===== src/pmbc_pkg.sv =====
// Constants and types shared by the push-button menu controller
package pmbc_pkg;
    // =========================================================

    // =========================================================
    // Timing
    localparam int unsigned CLK_HZ = 100_000_000;
    localparam int unsigned CYC_PER_MS = CLK_HZ / 1000;
    localparam int unsigned HOLD_MS = 5000;
    localparam int unsigned HOLD_CYC = HOLD_MS * CYC_PER_MS;
    localparam int unsigned BLINK_MS = 250;
    localparam int unsigned BLINK_CYC = BLINK_MS * CYC_PER_MS;
    localparam int unsigned DEBOUNCE_MS = 10;
    localparam int unsigned DEBOUNCE_CYC = DEBOUNCE_MS * CYC_PER_MS;
    localparam int TMR_W = 29;
    localparam int BLK_W = 25;
    localparam int DBC_W = 20;
    localparam int CNT_W = 3;

    // =========================================================
    // Press counts, segments, protocols
    localparam logic [CNT_W-1:0] CNT_MAX = 3'h4;
    localparam logic [CNT_W-1:0] STD_PN = 3'h1;
    localparam logic [CNT_W-1:0] STD_EIP = 3'h2;
    localparam logic [CNT_W-1:0] EXT_PN = 3'h3;
    localparam logic [CNT_W-1:0] EXT_EIP = 3'h4;
    localparam logic [1:0] SEG_1 = 2'h1;
    localparam logic [1:0] SEG_2 = 2'h2;
    localparam logic [1:0] SEG_BOTH = 2'h3;
    localparam logic PROTO_PN = 1'h0;
    localparam logic PROTO_EIP = 1'h1;
    localparam logic PROTO_RESET = PROTO_PN;

    // =========================================================
    // Types
    typedef enum logic [1:0] {
        C_OFF = 2'b00,
        C_GREEN = 2'b01,
        C_RED = 2'b10,
        C_YELLOW = 2'b11
    } pmbc_color_e;

    typedef enum logic [3:0] {
        ST_PWRUP = 4'b0000,
        ST_IDLE = 4'b0001,
        ST_MENU = 4'b0010,
        ST_STORE = 4'b0011,
        ST_RESULT = 4'b0100,
        ST_PROTO = 4'b0101,
        ST_FR_MENU = 4'b0110,
        ST_FR_BUSY = 4'b0111,
        ST_FR_ERR = 4'b1000,
        ST_RESTART = 4'b1001
    } pmbc_state_e;

    typedef struct packed {
        pmbc_color_e line1_led;
        pmbc_color_e line2_led;
        pmbc_color_e memory_led;
        pmbc_color_e fault_status_led;
        pmbc_color_e button_fn_led;
    } pmbc_led_s;

    typedef struct packed {
        logic store_req;
        logic [1:0] seg_sel;
        logic protect_req;
        logic fb_clear;
        logic factory_req;
        logic restart;
    } pmbc_req_s;

    typedef struct packed {
        logic start_done;
        logic store_done;
        logic store_ok;
        logic reset_done;
        logic reset_ok;
    } pmbc_rsp_s;
endpackage : pmbc_pkg


===== src/pmbc_debounce.sv =====
// Two-flop synchroniser and debouncer for a slow pin
`timescale 1ns/10ps
`default_nettype none
module pmbc_debounce #(
    parameter int unsigned DBC_CYC = pmbc_pkg::DEBOUNCE_CYC
) (
    // Clock and reset
    input wire logic clock,
    input wire logic rst_b,
    // Raw pin and clean level
    input wire logic pin,
    output var logic level
);
    localparam int W = pmbc_pkg::DBC_W;
    localparam logic [W-1:0] LAST = W'(DBC_CYC - 1);

    typedef struct packed {
        logic meta;
        logic sync;
        logic [W-1:0] cnt;
        logic level;
    } pmbc_dbc_s;

    pmbc_dbc_s r;
    pmbc_dbc_s next_r;

    // Level only moves after the pin stays put for the whole window
    always_comb begin
        next_r = r;
        next_r.meta = pin;
        next_r.sync = r.meta;
        if (r.sync == r.level) begin
            next_r.cnt = '0;
        end else if (r.cnt == LAST) begin
            next_r.level = r.sync;
            next_r.cnt = '0;
        end else begin
            next_r.cnt = r.cnt + 1'b1;
        end
    end

    // State register
    always_ff @(posedge clock or negedge rst_b) begin
        if (!rst_b) begin
            r <= '0;
        end else begin
            r <= next_r;
        end
    end

    assign level = r.level;
endmodule : pmbc_debounce
`default_nettype wire


===== src/pmbc_menu.sv =====
// Push-button menu controller: hold timing, presses, store and reset
`timescale 1ns/10ps
`default_nettype none
module pmbc_menu #(
    parameter int unsigned HOLD_CYC = pmbc_pkg::HOLD_CYC,
    parameter int unsigned BLINK_CYC = pmbc_pkg::BLINK_CYC,
    parameter int unsigned DBC_CYC = pmbc_pkg::DEBOUNCE_CYC
) (
    // Clock and reset
    input wire logic clock,
    input wire logic rst_b,
    // Pins: push button (high = pressed), variant strap
    input wire logic button_pin,
    input wire logic variant_pin,
    // Answers from the storage, start and reset engines
    input wire pmbc_pkg::pmbc_rsp_s rsp,
    // LED colours
    output var pmbc_pkg::pmbc_led_s led,
    // Requests to the engines
    output var pmbc_pkg::pmbc_req_s req,
    // Active fieldbus protocol, 1 = EtherNet/IP
    output var logic protocol
);
    localparam int TW = pmbc_pkg::TMR_W;
    localparam int BW = pmbc_pkg::BLK_W;
    localparam int CW = pmbc_pkg::CNT_W;
    localparam logic [TW-1:0] HOLD_END = TW'(HOLD_CYC - 1);
    localparam logic [BW-1:0] BLINK_END = BW'(BLINK_CYC - 1);

    typedef struct packed {
        pmbc_pkg::pmbc_state_e state;
        logic [TW-1:0] tmr;
        logic [BW-1:0] blink_cnt;
        logic blink;
        logic btn_q;
        logic wait_rel;
        logic hold_seen;
        logic [CW-1:0] presses;
        logic [1:0] seg_sel;
        logic ok;
        logic protocol;
        pmbc_pkg::pmbc_led_s led;
        pmbc_pkg::pmbc_req_s req;
    } pmbc_ctl_s;

    pmbc_ctl_s r;
    pmbc_ctl_s next_r;
    logic btn;
    logic variant;
    logic press;
    logic release_ev;
    logic expire;
    logic hold_hit;
    logic proto_sel;
    logic proto_val;
    logic [1:0] seg;

    // =========================================================
    // Pin conditioning
    pmbc_debounce #(
        .DBC_CYC(DBC_CYC)
    ) u_button (
        .clock(clock),
        .rst_b(rst_b),
        .pin(button_pin),
        .level(btn)
    );

    // Strap shares the filter so it is synchronised the same way
    pmbc_debounce #(
        .DBC_CYC(DBC_CYC)
    ) u_variant (
        .clock(clock),
        .rst_b(rst_b),
        .pin(variant_pin),
        .level(variant)
    );

    // =========================================================
    // Decoded events
    assign press = btn & ~r.btn_q;
    assign release_ev = ~btn & r.btn_q;
    // One shared timer: hold length while pressed, idle while released
    assign expire = (r.tmr == HOLD_END - 1'b1);
    assign hold_hit = expire & btn;
    assign seg = (r.presses == '0) ? pmbc_pkg::SEG_1 :
                 (r.presses == pmbc_pkg::STD_PN) ? pmbc_pkg::SEG_2 :
                 pmbc_pkg::SEG_BOTH;
    // Standard unit shares counts with segments; pick only if it changes
    assign proto_sel = variant ?
        (r.presses == pmbc_pkg::EXT_PN ||
         r.presses == pmbc_pkg::EXT_EIP) :
        ((r.presses == pmbc_pkg::STD_PN &&
          r.protocol != pmbc_pkg::PROTO_PN) ||
         (r.presses == pmbc_pkg::STD_EIP &&
          r.protocol != pmbc_pkg::PROTO_EIP));
    assign proto_val = variant ? (r.presses == pmbc_pkg::EXT_EIP) :
                       (r.presses == pmbc_pkg::STD_EIP);

    // Colour shown only in the lit half of the blink period
    function automatic pmbc_pkg::pmbc_color_e flash(
        input pmbc_pkg::pmbc_color_e c,
        input logic on
    );
        flash = on ? c : pmbc_pkg::C_OFF;
    endfunction : flash

    // =========================================================
    // Next-state logic
    always_comb begin
        next_r = r;
        next_r.req = '0;
        next_r.led = '0;
        next_r.btn_q = btn;
        // Blink base
        if (r.blink_cnt == BLINK_END) begin
            next_r.blink_cnt = '0;
            next_r.blink = ~r.blink;
        end else begin
            next_r.blink_cnt = r.blink_cnt + 1'b1;
        end
        // Timer saturates so each run expires once
        if (r.tmr != HOLD_END) begin
            next_r.tmr = r.tmr + 1'b1;
        end
        if (press || release_ev) begin
            next_r.tmr = '0;
        end
        unique case (r.state)
            pmbc_pkg::ST_PWRUP: begin
                // Ready flag is stale for the cycle the restart goes out
                if (rsp.start_done && !r.req.restart) begin
                    if (btn) begin
                        next_r.state = pmbc_pkg::ST_FR_MENU;
                        next_r.wait_rel = 1'b1;
                        next_r.hold_seen = 1'b0;
                    end else begin
                        next_r.state = pmbc_pkg::ST_IDLE;
                    end
                end
            end
            pmbc_pkg::ST_IDLE: begin
                if (hold_hit) begin
                    next_r.state = pmbc_pkg::ST_MENU;
                    next_r.presses = '0;
                    next_r.wait_rel = 1'b1;
                end
            end
            pmbc_pkg::ST_MENU: begin
                if (seg[0]) begin
                    next_r.led.line1_led = flash(pmbc_pkg::C_YELLOW, r.blink);
                end
                if (seg[1]) begin
                    next_r.led.line2_led = flash(pmbc_pkg::C_YELLOW,
                                                 r.blink);
                end
                if (proto_sel) begin
                    next_r.led.fault_status_led =
                        flash(pmbc_pkg::C_YELLOW, r.blink);
                end
                if (release_ev) begin
                    // Release that ends the opening hold is not a press
                    if (r.wait_rel) begin
                        next_r.wait_rel = 1'b0;
                    end else if (r.tmr != HOLD_END &&
                                 r.presses != pmbc_pkg::CNT_MAX) begin
                        next_r.presses = r.presses + 1'b1;
                    end
                end else if (hold_hit && proto_sel) begin
                    next_r.state = pmbc_pkg::ST_PROTO;
                    next_r.protocol = proto_val;
                    next_r.req.fb_clear = 1'b1;
                    next_r.tmr = '0;
                end else if (hold_hit) begin
                    next_r.state = pmbc_pkg::ST_STORE;
                    next_r.seg_sel = seg;
                    next_r.req.store_req = 1'b1;
                    next_r.req.protect_req = 1'b1;
                    next_r.req.seg_sel = seg;
                end else if (expire && !btn) begin
                    next_r.state = pmbc_pkg::ST_IDLE;
                end
            end
            pmbc_pkg::ST_STORE: begin
                if (rsp.store_done) begin
                    next_r.state = pmbc_pkg::ST_RESULT;
                    next_r.ok = rsp.store_ok;
                    next_r.tmr = '0;
                end
            end
            pmbc_pkg::ST_RESULT: begin
                // Button ignored while the result is on show
                next_r.tmr = (r.tmr == HOLD_END) ? r.tmr : r.tmr + 1'b1;
                if (r.seg_sel == pmbc_pkg::SEG_BOTH) begin
                    next_r.led.memory_led = r.ok ? pmbc_pkg::C_GREEN :
                                            pmbc_pkg::C_RED;
                end else if (r.seg_sel[0]) begin
                    next_r.led.line1_led = flash(r.ok ? pmbc_pkg::C_GREEN :
                        pmbc_pkg::C_RED, r.blink);
                end else begin
                    next_r.led.line2_led = flash(r.ok ? pmbc_pkg::C_GREEN :
                        pmbc_pkg::C_RED, r.blink);
                end
                if (expire) begin
                    next_r.state = pmbc_pkg::ST_IDLE;
                end
            end
            pmbc_pkg::ST_PROTO: begin
                next_r.tmr = (r.tmr == HOLD_END) ? r.tmr : r.tmr + 1'b1;
                next_r.led.line1_led = flash(pmbc_pkg::C_YELLOW, r.blink);
                next_r.led.line2_led = flash(pmbc_pkg::C_YELLOW,
                                             r.blink);
                if (expire) begin
                    next_r.state = pmbc_pkg::ST_RESTART;
                end
            end
            pmbc_pkg::ST_FR_MENU: begin
                next_r.led.fault_status_led =
                    flash(pmbc_pkg::C_YELLOW, r.blink);
                if (release_ev) begin
                    if (r.wait_rel) begin
                        next_r.wait_rel = 1'b0;
                    end else if (r.hold_seen) begin
                        next_r.state = pmbc_pkg::ST_FR_BUSY;
                        next_r.req.factory_req = 1'b1;
                    end
                end else if (hold_hit && !r.wait_rel) begin
                    next_r.hold_seen = 1'b1;
                end else if (expire && !btn && !r.hold_seen) begin
                    next_r.state = pmbc_pkg::ST_RESTART;
                end
            end
            pmbc_pkg::ST_FR_BUSY: begin
                if (rsp.reset_done) begin
                    next_r.tmr = '0;
                    next_r.state = rsp.reset_ok ? pmbc_pkg::ST_RESTART :
                                   pmbc_pkg::ST_FR_ERR;
                end
            end
            pmbc_pkg::ST_FR_ERR: begin
                next_r.tmr = (r.tmr == HOLD_END) ? r.tmr : r.tmr + 1'b1;
                next_r.led.button_fn_led =
                    flash(pmbc_pkg::C_RED, r.blink);
                if (expire) begin
                    next_r.state = pmbc_pkg::ST_RESTART;
                end
            end
            pmbc_pkg::ST_RESTART: begin
                next_r.req.restart = 1'b1;
                next_r.state = pmbc_pkg::ST_PWRUP;
            end
            default: begin
                next_r.state = pmbc_pkg::ST_IDLE;
            end
        endcase
    end

    // =========================================================
    // State register
    always_ff @(posedge clock or negedge rst_b) begin
        if (!rst_b) begin
            r <= '0;
            r.state <= pmbc_pkg::ST_PWRUP;
            r.protocol <= pmbc_pkg::PROTO_RESET;
        end else begin
            r <= next_r;
        end
    end

    // Outputs straight from flops
    assign led = r.led;
    assign req = r.req;
    assign protocol = r.protocol;

    // =========================================================
    // Checks
    menu_open_a: assert property (
        @(posedge clock) disable iff (!rst_b)
        r.state == pmbc_pkg::ST_IDLE && hold_hit
        |=> r.state == pmbc_pkg::ST_MENU && r.presses == '0)
        else $error("hold did not open the menu");

    store_request_a: assert property (
        @(posedge clock) disable iff (!rst_b)
        r.state == pmbc_pkg::ST_MENU && hold_hit && !proto_sel
        && !release_ev
        |=> req.store_req && req.protect_req && req.seg_sel == r.seg_sel)
        else $error("store request missing");

    result_entry_a: assert property (
        @(posedge clock) disable iff (!rst_b)
        r.state == pmbc_pkg::ST_STORE && rsp.store_done
        |=> r.state == pmbc_pkg::ST_RESULT && r.tmr == '0
        ##1 r.tmr == 1)
        else $error("result timer not started");

    seg2_led_a: assert property (
        @(posedge clock) disable iff (!rst_b)
        r.state == pmbc_pkg::ST_MENU && r.presses == 3'h1 && r.blink
        |=> led.line2_led == pmbc_pkg::C_YELLOW
        && led.line1_led == pmbc_pkg::C_OFF)
        else $error("segment 2 not shown");

    both_led_a: assert property (
        @(posedge clock) disable iff (!rst_b)
        r.state == pmbc_pkg::ST_MENU && r.presses == 3'h2 && r.blink
        |=> led.line1_led == pmbc_pkg::C_YELLOW
        && led.line2_led == pmbc_pkg::C_YELLOW)
        else $error("both segments not shown");

    memory_led_a: assert property (
        @(posedge clock) disable iff (!rst_b)
        r.state == pmbc_pkg::ST_RESULT && r.seg_sel == pmbc_pkg::SEG_BOTH
        |=> led.memory_led == (r.ok ? pmbc_pkg::C_GREEN : pmbc_pkg::C_RED))
        else $error("memory LED wrong");

    menu_timeout_a: assert property (
        @(posedge clock) disable iff (!rst_b)
        r.state == pmbc_pkg::ST_MENU && expire && !btn && !r.btn_q
        |=> r.state == pmbc_pkg::ST_IDLE)
        else $error("menu not left after idle time");

    proto_change_a: assert property (
        @(posedge clock) disable iff (!rst_b)
        $changed(protocol)
        |-> $past(r.state) == pmbc_pkg::ST_MENU && req.fb_clear)
        else $error("protocol changed outside menu");

    fr_entry_a: assert property (
        @(posedge clock) disable iff (!rst_b)
        r.state == pmbc_pkg::ST_PWRUP && rsp.start_done && btn
        && !req.restart
        |=> r.state == pmbc_pkg::ST_FR_MENU ##1
        led.fault_status_led == ($past(r.blink) ? pmbc_pkg::C_YELLOW :
                                 pmbc_pkg::C_OFF))
        else $error("factory menu not entered");

    fr_timeout_a: assert property (
        @(posedge clock) disable iff (!rst_b)
        r.state == pmbc_pkg::ST_FR_MENU && expire && !btn && !r.btn_q
        && !r.hold_seen
        |=> r.state == pmbc_pkg::ST_RESTART ##1 req.restart
        && !req.factory_req)
        else $error("factory menu idle restart missing");

    fr_error_a: assert property (
        @(posedge clock) disable iff (!rst_b)
        r.state == pmbc_pkg::ST_FR_BUSY && rsp.reset_done && !rsp.reset_ok
        |=> r.state == pmbc_pkg::ST_FR_ERR)
        else $error("factory reset error not shown");
endmodule : pmbc_menu
`default_nettype wire


===== config.mk =====
export PLATFORM = sky130hd
export DESIGN_NAME = pmbc_menu
export DESIGN_NICKNAME = d
export VERILOG_FILES = /design/src/pmbc_pkg.sv /design/src/pmbc_debounce.sv /design/src/pmbc_menu.sv
export SDC_FILE = /design/constraint.sdc
export NUM_CORES = 1
export LEC_CHECK = 0
export BUFFER_PORTS_ARGS = -buffer_cell sky130_fd_sc_hd__buf_4
export CORE_MARGIN = 4
export CORE_UTILIZATION = 38
export CTS_CLUSTER_SIZE = 20
export DETAILED_ROUTE_END_ITERATION = 6
export GPL_TIMING_DRIVEN = 0
export SYNTH_ARGS = -nofsm -noshare
export SYNTH_HDL_FRONTEND = slang
export SYNTH_SLANG_ARGS = --single-unit

===== constraint.sdc =====
create_clock -name clock -period 6.46 [get_ports clock]
set_input_delay 1.292 -clock clock [delete_from_list [all_inputs] [get_ports clock]]
set_output_delay 1.292 -clock clock [all_outputs]
set_load 0.05 [all_outputs]

# --- Yosys cells after proc, flatten, opt, wreduce, memory -nomap -nowiden ---
# Cells that the tools add are included.
word_totals:
  reg_bits: 132
  input_bits: 9
  output_inout_bits: 18
  word_cells: 191
op_classes:
  add_sub_neg: 5
  eq_ne: 43
  muxes: 70
  bitwise: 11
  reduce_logical: 32
op_table:
  columns: ["op", "n"]
  rows:
  - ["29-bit two-way mux", 4]
  - ["29-bit case mux with 4 select lines", 1]
  - ["33-bit two-way mux", 3]
  - ["20-bit two-way mux", 4]
  - ["4-bit two-way mux", 15]
  - ["29-bit equality test (second input constant)", 2]
  - ["20-bit by 1-bit adder with 20-bit output (second input constant)", 2]
  - ["20-bit equality test (second input constant)", 2]
  - ["4-bit case mux with 9 select lines", 1]
  - ["2-bit two-way mux", 15]
  - ["29-bit by 1-bit adder with 29-bit output (second input constant)", 1]
  - ["29-bit != test (second input constant)", 1]
  - ["25-bit by 1-bit adder with 25-bit output (second input constant)", 1]
  - ["25-bit equality test (second input constant)", 1]
  - ["25-bit two-way mux", 1]
  - ["2-bit != test (second input constant)", 12]
  - ["4-bit by 3-bit equality test with 1-bit output (second input constant)", 4]
  - ["3-bit two-way mux", 5]
  - ["3-bit != test (second input constant)", 5]
  - ["5-bit AND reduction", 3]
  - ["1-bit two-way mux", 14]
  - ["4-bit case mux with 3 select lines", 1]
  - ["12-bit AND reduction", 1]
  - ["5-bit two-way mux", 2]
  - ["29 further kinds", 60]

# --- Depth between registers and ports, before layout ---
depth:
  depth_word: 8
  mapped_depth: 9

# --- Hierarchy ---
# Synthesis repeated with hierarchy kept, for this count alone.
hier_totals:
  hier_cells: 694
  hier_area_um2: 6730.2
by_module_without_submodules:
  columns: ["module", "instances", "cells_each", "area_each_um2"]
  rows:
  - ["pmbc_menu", 1, 478, 4500.6]
  - ["pmbc_debounce", 2, 108, 1114.8]

# --- Worst setup path before layout ---
# No wires, ideal clock.
synth_path:
  path_kind: "input port to flip-flop"
  from: "in rsp[4] in the netlist's numbering"
  to: "reg r[82] in the netlist's numbering"
  setup_ns: 0.125
  arrival_ns: 2.583
  required_ns: 6.335
  setup_slack_ns: 3.752
  cell_stages: 5
  path_buffers: 0
  cell_sequence: "nor2b_1 -> a21bo_2 -> nand3_1 -> a2111oi_2 -> mux2_2"
synth_between:
  elab_chain_cells: 3
synth_lines:
  columns: ["element", "line", "source"]
  rows:
  - ["start, declared", "pmbc_menu.sv:16", "input wire pmbc_pkg::pmbc_rsp_s rsp,"]
  - ["1-bit logical AND", "pmbc_menu.sv:132", "if (rsp.start_done && !r.req.restart) begin"]
  - ["2-bit != test (no source line)", null, null]
  - ["12-bit AND reduction (no source line)", null, null]
  - ["end signal, assigned", "pmbc_menu.sv:266", "r <= next_r;"]
  - ["end, declared", "pmbc_menu.sv:46", "pmbc_ctl_s r;"]
# Every way passes these cells.
# A chain may end at the register's enable or synchronous reset.

# --- Worst setup path in the final report ---
layout_path:
  from: "reg r[73] in the netlist's numbering"
  to: "reg r[80] in the netlist's numbering"
layout_between:
  elab_chain_cells: 6
  elab_cells_between_ends: 15
layout_lines:
  columns: ["element", "line", "source"]
  rows:
  - ["29-bit by 1-bit adder with 29-bit output (tied with other cells)", null, null]
  - ["29-bit two-way mux / 1-bit AND (equally long branches)", "pmbc_menu.sv:123, pmbc_menu.sv:85", null]
  - ["29-bit two-way mux / 1-bit logical AND (equally long branches)", "pmbc_menu.sv:126, pmbc_menu.sv:169", null]
  - ["29-bit two-way mux", "pmbc_menu.sv:169", "end else if (hold_hit && proto_sel) begin"]
  - ["33-bit two-way mux", "pmbc_menu.sv:161", "if (release_ev) begin"]
  - ["29-bit case mux with 4 select lines", "pmbc_menu.sv:129", "unique case (r.state)"]
# Several ways; a longest one is shown, not always the timed one. The select of a mux whose other input is x is not followed.

==> results by group <==
Status
  • Status: finished, final reports clean

Timing
  • Max Clk Rate: 357 MHz
  • Final Max Slew Viols: 0
  • Setup TNS Final: 0 ns
  • Layout Skew: 0.00775 ns
  • Worst slew pin tran: 1.13 ns
  • Final critical-path required period: 2.80 ns
  • Unrepaired setup endpoints after global routing: false
  • Final hold violation count: 0
  • Relative slew slack: 23.9%
  • Count of final setup violators: 0
  • Fin crit share: 43.4%

Yosys
  • Post-synth ARST share: 100%
  • EDFF count, synth: 0
  • Mapped Area: 0.00666 sq mm
  • Ys Warns: 0
  • Share of the synthesized area in the top cell type: 48.5%
  • Avg Cell Area, Syn: 9.75 sq um
  • Largest area contributor in the netlist: dfrtp_1
  • Top_reg_cell synth: dfrtp_1
  • Cell count after synthesis: 683
  • #FFs+latches synth: 129
  • Top cells by area, synth: dfrtp_1 48%, xor2_1 6.2%, nor2_1 5.7%
  • Netlist cell types: 63
  • Cell with the most instances after synthesis: dfrtp_1
  • Synth Net Count: 702
  • Seq/Total Area, Yosys: 48.5%
  • Synth top cells by count: 129 x dfrtp_1, 101 x nor2_1, 47 x xor2_1, 46 x nand2_1, 42 x nand3_1

Hold path
  • Worst hold endpoint: u_button.r[21]$_DFF_PN0_
  • Hold WC Path Type: reg2reg
  • WHS Path Cells: 0
  • Hold Path Origin: u_button.next_r[21]$_DFF_PN0_

Clock network
  • Htree depth: 4
  • Cts repair resizes: 0
  • Clk_lat worst skew: 0.41 ns
  • CTS Hold Buffers Added: 0
  • CTS Buffer Depth: 2
  • CTS Root Cell: clkbuf_16
  • Post-CTS Setup Bufs: 0
  • CTS sink count: 129
  • Clock Pin Slew Worst Setup and Hold Paths: 0.05 ns
  • CTS Buf Count: 17
  • TritonCTS clock tree: yes

Run
  • Max-Cap Viols: 0

Route
  • DR vias/cell: 5.16
  • Final WL: 13.2 mm
  • DR DRC count: 0
  • Vias: 4988
  • Pre-antenna DRT Iters: 4
  • Post-route ant nets: 0
  • Initial DRC Count: 397
  • Drt wl/cell: 13.7 microns

GRT
  • Gr usage total: 14.3%
  • Grt ovf: 0
  • Initial antenna violation count: 0
  • Number of global-route vias before repair: 4965
  • First-pass GRT wire length: 23.3 mm
  • Largest net degree at the start of global routing: 67

Place
  • Post-DP HPWL: 9.31 mm
  • Final Wtd Congestion: 0.860
  • Port Buf Inserts: 25
  • Post-Place Cells: 934

Setup path
  • Crit path depth: 7
  • CP startpoint kind: flip-flop
  • CP max stage delay: 0.98 ns
  • CP Buf/Inv Count: 3
  • Crit-path leading delay family: simple AND/OR/NAND/NOR gates
  • CP Data Required Time: 6.76 ns
  • Crit-path cells: clkbuf_1 > nor4_1 > nand4_4 > o31ai_2 > buf_4 > buf_6 > nor2_1
  • CP max stage cell: nor4_1
  • Kind of critical path: reg2reg
  • R2R cell count: 7
  • WP data arrival: 3.10 ns
  • Reg2reg start: r[73]$_DFFE_PN0P_
  • Crit path from: r[73]$_DFFE_PN0P_
  • R2R Setup Slk: 3.66 ns
  • Worst Setup End Kind: flip-flop
  • R2R Path End: r[80]$_DFFE_PN0P_
  • Crit Path Max Fanout: 10

Power and ir drop
  • Pwr/cell area: 288 mW/mm^2
  • Static Leak: 0.00343 uW
  • Power, Total: 2240 uW
  • Maximum VDD drop: 0.000183 V

Floorplanning
  • Ports: 27
  • FP Rows: 48
  • Initial Util: 38.6%
  • Die height: 140 microns
  • Core box area: 0.0172 sq mm
  • Die area: 0.0197 sq mm
  • Die W: 140 microns

Cells and area
  • Layout area overhead: 16.9%
  • NumNets Final: 747
  • Cell Count, Final, Fillers Out: 966
  • Inserted Diodes: 0
  • Fraction of layout cells with a size suffix above 1: 13.0%
-- cell families after synthesis --
group                    Yosys count  share of synthesized area (%)
adder cells (fa/ha/maj)           10                           1.88
AND/OR/NAND/NOR                  331                           26.0
flip-flops                       129                           48.5
AO/OA/AOI/OAI                     62                           6.65
other                              1                         0.0563
multiplexers                      11                           1.79
buffers and inverters             57                           4.36
XOR/XNOR                          82                           10.8
-- sequential cells by signal, summed over array words and instances, names as in the netlist --
register	flops
led	8
u_button.level	1
r	68
u_button.r	21
u_button.next_r	1
protocol	1
u_variant.next_r	1
u_variant.r	21
req	6
u_variant.level	1
-- worst register-to-register path, delay by kind of cell, from the launching register on --
family / cells / cell delay (ns)
flip-flops: 1 / 0.35
buffers and inverters: 3 / 0.58
AO/OA/AOI/OAI: 1 / 0.39
AND/OR/NAND/NOR: 3 / 1.36
-- where the power goes --
group          leakage, uW  total (uW)  switching [uW]  internal, uW
clock network     0.000298        1000             347           654
logic              0.00138         364             226           138
registers          0.00176         879            36.8           842
-- per-layer routing --
layer  vias up  global-route usage, %  wire, microns
li1       2468                      -              -
met4         0                   4.69            131
met1      2435                   19.1           6300
met5         -                      0              0
met3        17                   3.89            441
met2        68                   22.6           6340
-- area by class of cell --
| cell class | instances | area, sq um |
|---|---|---|
| clock inverters | 14 | 188 |
| clock buffers | 18 | 439 |
| repair buffers | 26 | 219 |
| plain buffers | 42 | 234 |
| fillers | 1646 | 9450 |
| well taps | 225 | 282 |
| flip-flops and latches | 129 | 3230 |
| multi-input cells | 497 | 3140 |
| inverters | 15 | 56.3 |
-- cell usage in the layout, fill, tap and decap left out, drive strengths merged, types with 12 or more instances in the layout --
master    n
nand3    42
xor2     47
nor3     20
buf      47
inv      16
nand2    46
nand4    26
xnor2    35
a21oi    12
and3     18
dfrtp   129
nor2    101
nor4     20
clkbuf   39
o21ai    12
-- metrics by stage --
stage	hold slack (ns)	instance area (sq um)	utilization [%]	worst slack, ns
after floorplan	0.331	6660	-	3.75
after global placement	0.345	7130	41.4	3.40
after detailed placement	0.340	7160	41.5	3.34
after CTS	0.353	7790	45.2	3.66
after global routing	0.364	7790	45.2	3.51
final	0.355	7790	45.2	3.66
-- worst max-delay path by stage --
stage,end,slack [ns]
3_5_place_dp,r[84]$_DFFE_PN0P_,3.34
2_1_floorplan,r[82]$_DFFE_PN0P_,3.75
5_1_grt,r[79]$_DFFE_PN0P_,3.51
6_report,r[80]$_DFFE_PN0P_,3.66
3_3_place_gp,r[82]$_DFFE_PN0P_,3.40
4_1_cts,r[80]$_DFFE_PN0P_,3.66
Power figures use the tool's default switching activity.
